===== src/verilog/qpi_reset_pkg.sv =====
/*
  constants shared by the quad-exit / software-reset command logic.
  assumes a 125 MHz system clock and no register bus.
*/
package qpi_reset_pkg;
  // ---------------------------------------------------------------
  // opcodes
  // ---------------------------------------------------------------
  localparam logic [7:0] OP_QUAD_EXIT = 8'hff;
  localparam logic [7:0] OP_RESET_ENABLE = 8'h66;
  localparam logic [7:0] OP_RESET = 8'h99;
  localparam int OPCODE_BITS = 8;
  // ---------------------------------------------------------------
  // timing
  // ---------------------------------------------------------------
  localparam int CLK_PERIOD_PS = 8000;
  localparam int RESET_TIME_US = 30;
  localparam int RESET_CYCLES = (RESET_TIME_US * 1000000 + CLK_PERIOD_PS - 1) / CLK_PERIOD_PS;
  localparam int BUSY_CNT_W = 12;
  // ---------------------------------------------------------------
  // power-on values of volatile settings
  // ---------------------------------------------------------------
  localparam logic RST_WRITE_ENABLE = 1'b0;
  localparam logic RST_SUSPEND = 1'b0;
  localparam logic [2:0] RST_WRAP = 3'h0;
  localparam logic [7:0] RST_READ_PARAM = 8'h00;
  localparam logic [7:0] RST_CONT_MODE = 8'h00;
  localparam logic [3:0] BIT_CNT_RST = 4'h0;
endpackage


===== src/verilog/opcode_capture.sv =====
/*
  opcode capture: synchronises the serial pins and assembles one opcode
  per chip-select frame, one or four bits per serial clock rising edge.
  assumes the serial clock is far slower than i_clk (pins are sampled).
*/
`timescale 1ns/10ps
`default_nettype none
module opcode_capture (
  input wire logic i_clk,
  input wire logic i_rst_b,
  input wire logic i_cs_b,
  input wire logic i_sclk,
  input wire logic [3:0] i_io,
  input wire logic i_quad_mode,
  output logic o_op_valid,
  output logic [7:0] o_opcode
);
  // ---------------------------------------------------------------
  // pin synchronisers
  // ---------------------------------------------------------------
  logic [5:0] meta_reg, sync_reg, last_reg;
  logic [5:0] meta_next, sync_next, last_next;
  logic [3:0] cnt_reg, cnt_next;
  logic [7:0] shift_reg, shift_next;
  logic valid_reg, valid_next;
  logic [7:0] op_reg, op_next;
  logic sclk_rise, cs_rise, cs_low;

  always_comb begin
    meta_next = {i_cs_b, i_sclk, i_io};
    sync_next = meta_reg;
    last_next = sync_reg;
    sclk_rise = sync_reg[4] & ~last_reg[4];
    cs_rise = sync_reg[5] & ~last_reg[5];
    cs_low = ~sync_reg[5];
    cnt_next = cnt_reg;
    shift_next = shift_reg;
    valid_next = 1'b0;
    op_next = op_reg;
    if (cs_low && sclk_rise) begin
      // saturate past one byte so a long frame is never mistaken for an opcode
      if (cnt_reg <= 4'(qpi_reset_pkg::OPCODE_BITS)) begin
        if (i_quad_mode) begin
          shift_next = {shift_reg[3:0], sync_reg[3:0]};
          cnt_next = cnt_reg + 4'h4;
        end else begin
          shift_next = {shift_reg[6:0], sync_reg[0]};
          cnt_next = cnt_reg + 4'h1;
        end
      end
    end
    if (cs_rise) begin
      valid_next = (cnt_reg == 4'(qpi_reset_pkg::OPCODE_BITS));
      op_next = shift_reg;
      cnt_next = qpi_reset_pkg::BIT_CNT_RST;
    end
  end

  always_ff @(posedge i_clk or negedge i_rst_b) begin
    if (!i_rst_b) begin
      meta_reg <= 6'h30;
      sync_reg <= 6'h30;
      last_reg <= 6'h30;
      cnt_reg <= qpi_reset_pkg::BIT_CNT_RST;
      shift_reg <= 8'h00;
      valid_reg <= 1'b0;
      op_reg <= 8'h00;
    end else begin
      meta_reg <= meta_next;
      sync_reg <= sync_next;
      last_reg <= last_next;
      cnt_reg <= cnt_next;
      shift_reg <= shift_next;
      valid_reg <= valid_next;
      op_reg <= op_next;
    end
  end

  assign o_op_valid = valid_reg;
  assign o_opcode = op_reg;
endmodule
`default_nettype wire


===== src/verilog/qpi_exit_and_soft_reset.sv =====
/*
  quad-exit and two-step software reset command logic of a serial flash.
  assumes other command logic drives the setting load strobes; the
  write-in-progress state is neither reported nor acted on here.
*/
`timescale 1ns/10ps
`default_nettype none
module qpi_exit_and_soft_reset (
  input wire logic i_clk,
  input wire logic i_rst_b,
  input wire logic i_cs_b,
  input wire logic i_sclk,
  input wire logic [3:0] i_io,
  input wire logic i_quad_enter,
  input wire logic i_write_enable_set,
  input wire logic i_write_enable_clr,
  input wire logic i_suspend_set,
  input wire logic i_suspend_clr,
  input wire logic i_wrap_load,
  input wire logic [2:0] i_wrap_data,
  input wire logic i_read_param_load,
  input wire logic [7:0] i_read_param_data,
  input wire logic i_cont_mode_load,
  input wire logic [7:0] i_cont_mode_data,
  output logic o_quad_mode,
  output logic o_reset_armed,
  output logic o_reset_busy,
  output logic o_abort,
  output logic o_write_enable_latch,
  output logic o_suspended,
  output logic [2:0] o_wrap_setting_bits,
  output logic [7:0] o_read_parameter_bits,
  output logic [7:0] o_continuous_read_mode_bits
);
  typedef enum logic [1:0] {RST_IDLE, RST_ARMED, RST_BUSY} rst_state_type;

  logic op_valid;
  logic [7:0] opcode;
  rst_state_type state_reg, state_next;
  logic [qpi_reset_pkg::BUSY_CNT_W-1:0] busy_cnt_reg, busy_cnt_next;
  logic quad_reg, quad_next;
  logic armed_reg, armed_next;
  logic busy_reg, busy_next;
  logic abort_reg, abort_next;
  logic wr_en_reg, wr_en_next;
  logic susp_reg, susp_next;
  logic [2:0] wrap_reg, wrap_next;
  logic [7:0] rparam_reg, rparam_next;
  logic [7:0] cmode_reg, cmode_next;
  logic accept, live;

  opcode_capture u_capture (
    .i_clk(i_clk),
    .i_rst_b(i_rst_b),
    .i_cs_b(i_cs_b),
    .i_sclk(i_sclk),
    .i_io(i_io),
    .i_quad_mode(quad_reg),
    .o_op_valid(op_valid),
    .o_opcode(opcode)
  );

  // ---------------------------------------------------------------
  // reset sequencer and mode
  // ---------------------------------------------------------------
  always_comb begin
    state_next = state_reg;
    busy_cnt_next = busy_cnt_reg;
    quad_next = quad_reg;
    accept = 1'b0;
    live = (state_reg != RST_BUSY);
    case (state_reg)
      RST_IDLE: begin
        if (op_valid && opcode == qpi_reset_pkg::OP_RESET_ENABLE) begin
          state_next = RST_ARMED;
        end
      end
      RST_ARMED: begin
        if (op_valid) begin
          if (opcode == qpi_reset_pkg::OP_RESET) begin
            accept = 1'b1;
            state_next = RST_BUSY;
            busy_cnt_next = qpi_reset_pkg::BUSY_CNT_W'(qpi_reset_pkg::RESET_CYCLES - 1);
          end else if (opcode != qpi_reset_pkg::OP_RESET_ENABLE) begin
            state_next = RST_IDLE;
          end
        end
      end
      RST_BUSY: begin
        // everything arriving now is dropped; host must wait out the window
        if (busy_cnt_reg == '0) begin
          state_next = RST_IDLE;
        end else begin
          busy_cnt_next = busy_cnt_reg - 1'b1;
        end
      end
      default: begin
        state_next = RST_IDLE;
      end
    endcase
    if (accept) begin
      quad_next = 1'b0;
    end else if (live && quad_reg && op_valid && opcode == qpi_reset_pkg::OP_QUAD_EXIT) begin
      quad_next = 1'b0;
    end else if (live && i_quad_enter) begin
      quad_next = 1'b1;
    end
  end

  // ---------------------------------------------------------------
  // volatile settings
  // ---------------------------------------------------------------
  // quad exit never touches these, so they survive the mode change
  always_comb begin
    wr_en_next = wr_en_reg;
    susp_next = susp_reg;
    wrap_next = wrap_reg;
    rparam_next = rparam_reg;
    cmode_next = cmode_reg;
    if (accept) begin
      wr_en_next = qpi_reset_pkg::RST_WRITE_ENABLE;
      susp_next = qpi_reset_pkg::RST_SUSPEND;
      wrap_next = qpi_reset_pkg::RST_WRAP;
      rparam_next = qpi_reset_pkg::RST_READ_PARAM;
      cmode_next = qpi_reset_pkg::RST_CONT_MODE;
    end else if (live) begin
      // set wins over a clear in the same cycle
      if (i_write_enable_set) begin
        wr_en_next = 1'b1;
      end else if (i_write_enable_clr) begin
        wr_en_next = 1'b0;
      end
      if (i_suspend_set) begin
        susp_next = 1'b1;
      end else if (i_suspend_clr) begin
        susp_next = 1'b0;
      end
      if (i_wrap_load) begin
        wrap_next = i_wrap_data;
      end
      if (i_read_param_load) begin
        rparam_next = i_read_param_data;
      end
      if (i_cont_mode_load) begin
        cmode_next = i_cont_mode_data;
      end
    end
    armed_next = (state_next == RST_ARMED);
    busy_next = (state_next == RST_BUSY);
    abort_next = accept;
  end

  always_ff @(posedge i_clk or negedge i_rst_b) begin
    if (!i_rst_b) begin
      state_reg <= RST_IDLE;
      busy_cnt_reg <= '0;
      quad_reg <= 1'b0;
      armed_reg <= 1'b0;
      busy_reg <= 1'b0;
      abort_reg <= 1'b0;
      wr_en_reg <= qpi_reset_pkg::RST_WRITE_ENABLE;
      susp_reg <= qpi_reset_pkg::RST_SUSPEND;
      wrap_reg <= qpi_reset_pkg::RST_WRAP;
      rparam_reg <= qpi_reset_pkg::RST_READ_PARAM;
      cmode_reg <= qpi_reset_pkg::RST_CONT_MODE;
    end else begin
      state_reg <= state_next;
      busy_cnt_reg <= busy_cnt_next;
      quad_reg <= quad_next;
      armed_reg <= armed_next;
      busy_reg <= busy_next;
      abort_reg <= abort_next;
      wr_en_reg <= wr_en_next;
      susp_reg <= susp_next;
      wrap_reg <= wrap_next;
      rparam_reg <= rparam_next;
      cmode_reg <= cmode_next;
    end
  end

  assign o_quad_mode = quad_reg;
  assign o_reset_armed = armed_reg;
  assign o_reset_busy = busy_reg;
  assign o_abort = abort_reg;
  assign o_write_enable_latch = wr_en_reg;
  assign o_suspended = susp_reg;
  assign o_wrap_setting_bits = wrap_reg;
  assign o_read_parameter_bits = rparam_reg;
  assign o_continuous_read_mode_bits = cmode_reg;

  // ---------------------------------------------------------------
  // checks
  // ---------------------------------------------------------------
  logic [qpi_reset_pkg::BUSY_CNT_W:0] busy_run_reg;
  always_ff @(posedge i_clk or negedge i_rst_b) begin
    if (!i_rst_b) begin
      busy_run_reg <= '0;
    end else if (busy_reg) begin
      busy_run_reg <= busy_run_reg + 1'b1;
    end else begin
      busy_run_reg <= '0;
    end
  end
endmodule
`default_nettype wire


===== config.mk =====
export PLATFORM = sky130hd
export DESIGN_NAME = qpi_exit_and_soft_reset
export DESIGN_NICKNAME = d
export VERILOG_FILES = /design/src/verilog/qpi_reset_pkg.sv /design/src/verilog/opcode_capture.sv /design/src/verilog/qpi_exit_and_soft_reset.sv
export SDC_FILE = /design/constraint.sdc
export NUM_CORES = 1
export LEC_CHECK = 0
export ABC_AREA = 1
export CORE_MARGIN = 2
export CORE_UTILIZATION = 65
export DETAILED_ROUTE_END_ITERATION = 12
export DONT_BUFFER_PORTS = 1
export MAX_ROUTING_LAYER = met4
export PLACE_DENSITY = 0.81
export SYNTH_ARGS = -nofsm -noshare
export SYNTH_HDL_FRONTEND = slang
export SYNTH_SLANG_ARGS = --single-unit

===== constraint.sdc =====
create_clock -name i_clk -period 2.4 [get_ports i_clk]
set_input_delay 0.48 -clock i_clk [delete_from_list [all_inputs] [get_ports i_clk]]
set_output_delay 0.48 -clock i_clk [all_outputs]
set_load 0.01 [all_outputs]

=== Yosys cells after proc, flatten, opt, wreduce, memory -nomap -nowiden ===
Cells that the tools add are included.

* Register bits: 78
* Output and inout port bits: 25
* Word-level logic and storage cells: 105

* $add $sub $neg: 3
* Magnitude comparators: 1
* Eq/ne operators: 13
* Mux-type cells: 39
* Bitwise gates (word level): 5
* Reductions and logical operators: 26

{| class="wikitable"
|+ Operators by type and width
! cell !! number
|-
| $mux 8 || 7
|-
| $mux 12 || 3
|-
| $pmux 12 s2 || 1
|-
| $eq 8x8->1 const B || 2
|-
| $mux 4 || 4
|-
| $mux 1 || 15
|-
| $reduce_and 2->1 || 7
|-
| $reduce_bool 2->1 || 7
|-
| $logic_not 12->1 || 1
|-
| $sub 12x1->12 const B || 1
|-
| $mux 2 || 5
|-
| $mux 3 || 3
|-
| $reduce_bool 3->1 || 3
|-
| $eq 8x7->1 const B || 1
|-
| $ne 8x7->1 const B || 1
|-
| $logic_and 1x1->1 || 6
|-
| $ne 2x2->1 const B || 3
|-
| $pmux 2 s3 || 1
|-
| $add 4x1->4 const B || 1
|-
| $add 4x3->4 const B || 1
|-
| $eq 2x1->1 const B || 2
|-
| $eq 2x2->1 const B || 2
|-
| $eq 4x4->1 const B || 1
|-
| $le 4x4->1 const B || 1
|-
| 5 further kinds || 8
|}

=== Longest topological paths before layout ===
* Depth in word-level cells: 6
* Depth in mapped cells: 10
* Gate-level depth less buffers: 10

=== By module ===
Synthesis repeated with hierarchy kept, for this count alone.

* Cell total of the unflattened synthesis: 387
* Area total of the unflattened synthesis: 3,438.3 sq um

{| class="wikitable"
|+ By module, submodules not included
! module !! instances !! cells each !! area each (sq um) !! sequential area each (sq um)
|-
| qpi_exit_and_soft_reset || 1 || 262 || 2,049.5 || 975.9
|-
| opcode_capture || 1 || 125 || 1,388.8 || 883.3
|}

=== Worst setup path before layout ===
OpenSTA, ideal clock, no wires.

* Kind: reg2reg
* Start point: reg busy_cnt_reg[0] in the netlist's numbering
* End point: reg busy_cnt_reg[7] in the netlist's numbering
* Arrival: 1,370 ps
* Data required time: 2,284 ps
* Slack: 914 ps
* Cell stages (with the launch flop): 11
* Buffers on the path: 1
* Path through: dfrtp_1 -> inv_1 -> ha_1 -> nand2_2 -> clkinv_2 -> nand2_2 -> o21ai_4 -> nand2_4 -> buf_6 -> nand2_1 -> nand2_1

* Word-level cells in the longest chain between the ends: 3
* Elaborated cells on any way between the ends: 6
* Those cells by class: 1 x add/sub; 1 x eq/ne; 2 x mux; 2 x reduce/logical

{| class="wikitable"
|+ RTL lines
! element !! RTL line !! source
|-
| start, declared || qpi_exit_and_soft_reset.sv:40 || <nowiki>logic [qpi_reset_pkg::BUSY_CNT_W-1:0] busy_cnt_reg, busy_cnt_next;</nowiki>
|-
| start signal, assigned || qpi_exit_and_soft_reset.sv:168 || <nowiki>busy_cnt_reg <= busy_cnt_next;</nowiki>
|-
| $sub 12x1->12 / $logic_not 12->1 (equally long branches) || qpi_exit_and_soft_reset.sv:94, qpi_exit_and_soft_reset.sv:91 ||
|-
| $mux 12 / $ne 2x2->1 (equally long branches) || -- ||
|-
| $pmux 12 s2 / $reduce_and 4->1 (equally long branches) || -- ||
|}

Parallel ways exist; a longest one is shown, timed or not. The select of a mux whose other input is x is not followed.
A chain may end at the register's enable or synchronous reset.

=== Worst setup path after layout ===
* Start point: reg busy_cnt_reg[0] in the netlist's numbering
* End point: reg busy_cnt_reg[10] in the netlist's numbering

Same word-level chain as after synthesis.

==> results.tsv <==
metric	value	unit
Worst Hold Class	in2async	
setup TNS	0	ns
die width	75.6	um
most frequent cells in the layout	120 x nand2_1, 68 x dfrtp_1, 36 x inv_1	
syn nets	427	
share of cells above drive strength 1	0.112	
Synth Register Bits	74	
first-pass GRT wire length	10200	um
IO Pins	60	
area of the multi-input gates	1240	um^2
Worst-path clk slew	0.08	ns
CP startpoint kind	register	
post-synthesis cell area	3330	um^2
Slew HR	0.698	
P&R area growth vs syn	7.89	%
CTS H-tree lvls	3	
antenna violations before repair	0	
Final ANT Viol Nets	0	
Detailed Routing Iterations Pass 1	5	
P per Cell Area	744	nW/um^2
post-synthesis cell count	388	
busiest grt layer	met2	
count of input and output buffers	0	
Max Cap Viol	0	
run status	complete, no violations	
Die Ht	75.6	um
WL/cell	13.5	um
VDD IR-drop max	531	uV
Post-synth EDFFs	0	
top_reg_cell synth	dfrtp_1	
DRC Markers	0	
ys async rst share	1.00	
die area	5710	um^2
Post-Route WL	6280	um
crit-path max cell delay	0.38	ns
reg-to-reg slack, setup	0.62	ns
register area	1860	um^2
Period minus WS final	1.78	ns
fin. max-slew vios	0	
RSZ-0062 raised after global routing	false	
largest net degree at the start of global routing	75	
Worst Setup End Kind	register	
Worst Clk Skew	0.00543	ns
RePlAce Congestion	0.877	
nets	428	
final worst-path cycle share	0.744	
worst-path cell chain	inv_1 -> ha_1 -> nand2_2 -> clkinv_2 -> nand2_2 -> o21ai_4 -> nand2_4 -> nand2_1 -> nand2_1	
Slew @ Worst Pin	0.452	ns
fmax	560	MHz
# fillers	404	
max reg flops	12	
met3 usage	0.0728	
commonest non-fill, non-tap cell in the layout	nand2_1	
leakage power	0.00188	uW
Syn. warnings	0	
DR vias/cell	5.51	
CTS tree	built	
critical path type	reg2reg	
Total GRT Usage	0.247	
Bufs and invs on worst path	2	
clk buf depth	2	
Layout Utilization	0.717	
top cell family by delay on the critical path	simple AND/OR/NAND/NOR gates	
Clock Latency Late Sink	0.34	ns
clock tree sinks	74	
met2 usage	0.393	
DRT iter0 DRCs	172	
Cell Rows	26	
final setup violation count	0	
grt met1 use	0.306	
Synth cell types	29	
DP HPWL	4170	um
sequential element share of the synthesized area	0.558	
Worst EP required	2.63	ns
Worst EP arrival	2.02	ns
vias	2557	
Core Area	5010	um^2
Final Hold Viols	0	
Slowest-stage cell, CP	dfrtp_1	
number of diodes	0	
Root Driver	clkbuf_8	
Starting Density	0.665	
CP Max Fanout	14	
vias in the first global route	2417	
Mapped Avg Cell Area	8.58	um^2
CTS buffer count	9	
GR Overflow Total	0	
Post-CTS Setup Bufs	0	
==> synthesized netlist by cell type (2+ instances only) <==
cell,number,share of area
nand2_1,120,0.14
dfrtp_1,68,0.51
inv_1,36,0.041
nand3_1,28,0.042
nor2_1,27,0.030
o21ai_0,22,0.033
nand4_1,20,0.038
a21oi_1,7,0.011
nand2_2,7,0.013
o211ai_1,7,0.016
buf_2,6,0.0090
clkbuf_1,6,0.0068
dfstp_2,6,0.047
nor3_1,5,0.0075
ha_1,4,0.015
inv_2,3,0.0034
a211oi_1,2,0.0045
buf_6,2,0.0068
nor3_2,2,0.0060
==> timing repair <==
action / in CTS / in global routing
hold endpoints to repair: 74 / 0
gates resized for setup: 0 / 0
hold buffers: 1 / 0
==> cells by family (layout without fill, tap and decap cells) <==
group | Yosys count | count (layout) | share of synthesized area
AOI/OAI and AO/OA | 40 | 40 | 0.0706
xor gates and xnor gates | 1 | 1 | 0.00263
adders and majority gates | 4 | 4 | 0.0150
and+or+nand+nor | 214 | 214 | 0.284
DFF | 74 | 74 | 0.558
buffers and inverters | 55 | 61 | 0.0691
==> worst register-to-register path, cell delays in order (launching register included) <==
cell and delay (ns):
dfrtp_1 0.38, inv_1 0.10, ha_1 0.24, nand2_2 0.10, clkinv_2 0.08, nand2_2 0.07
o21ai_4 0.34, nand2_4 0.21, nand2_1 0.12, nand2_1 0.05
==> stage by stage <==
step | hold slack (ns) | area [um^2] | total power [uW] | worst slack, ns | std cells
floorplan | 0.184 | 3330 | 1650 | 0.914 | 388
CTS | 0.0284 | 3590 | 2690 | 0.627 | 464
global placement | 0.187 | 3370 | 1680 | 0.682 | 447
finish | 0.0216 | 3590 | 2670 | 0.615 | 464
global route | 0.0371 | 3590 | 2800 | 0.489 | 464
detailed placement | 0.187 | 3370 | 1700 | 0.639 | 447
==> report_power, final <==
| group | switching [uW] | internal, uW |
|---|---|---|
| clock | 474 | 489 |
| combinational | 150 | 79.3 |
| sequential | 98.8 | 1380 |
==> routing by layer <==
layer | routed length (um) | vias up
li1 | - | 1253
met1 | 2780 | 1220
met2 | 3050 | 80
met3 | 401 | 4
met4 | 42 | 0
met5 | 0 | -
==> final timing paths <==
check                                      startpoint                     end  depth (start not counted)
worst max-delay path                  busy_cnt_reg[0]        busy_cnt_reg[10]                          9
max in group asynchronous                     i_rst_b   u_capture.meta_reg[5]                          1
worst min register to register  u_capture.meta_reg[2]  u_capture.last_next[2]                          0
worst max register to register        busy_cnt_reg[0]        busy_cnt_reg[10]                          9
min in group i_clk                             i_cs_b   u_capture.meta_reg[5]                          0
worst min-delay path                          i_rst_b    u_capture.cnt_reg[2]                          1
==> area by class of cell <==
cell class / instances / area share
well taps: 70 / 0.0244
clock buffers: 9 / 0.0345
clock inverters: 7 / 0.0212
multi-input cells: 259 / 0.345
repair buffers: 4 / 0.0139
inverters: 41 / 0.0432
flip-flops and latches: 74 / 0.517
Power figures use the tool's default switching activity.
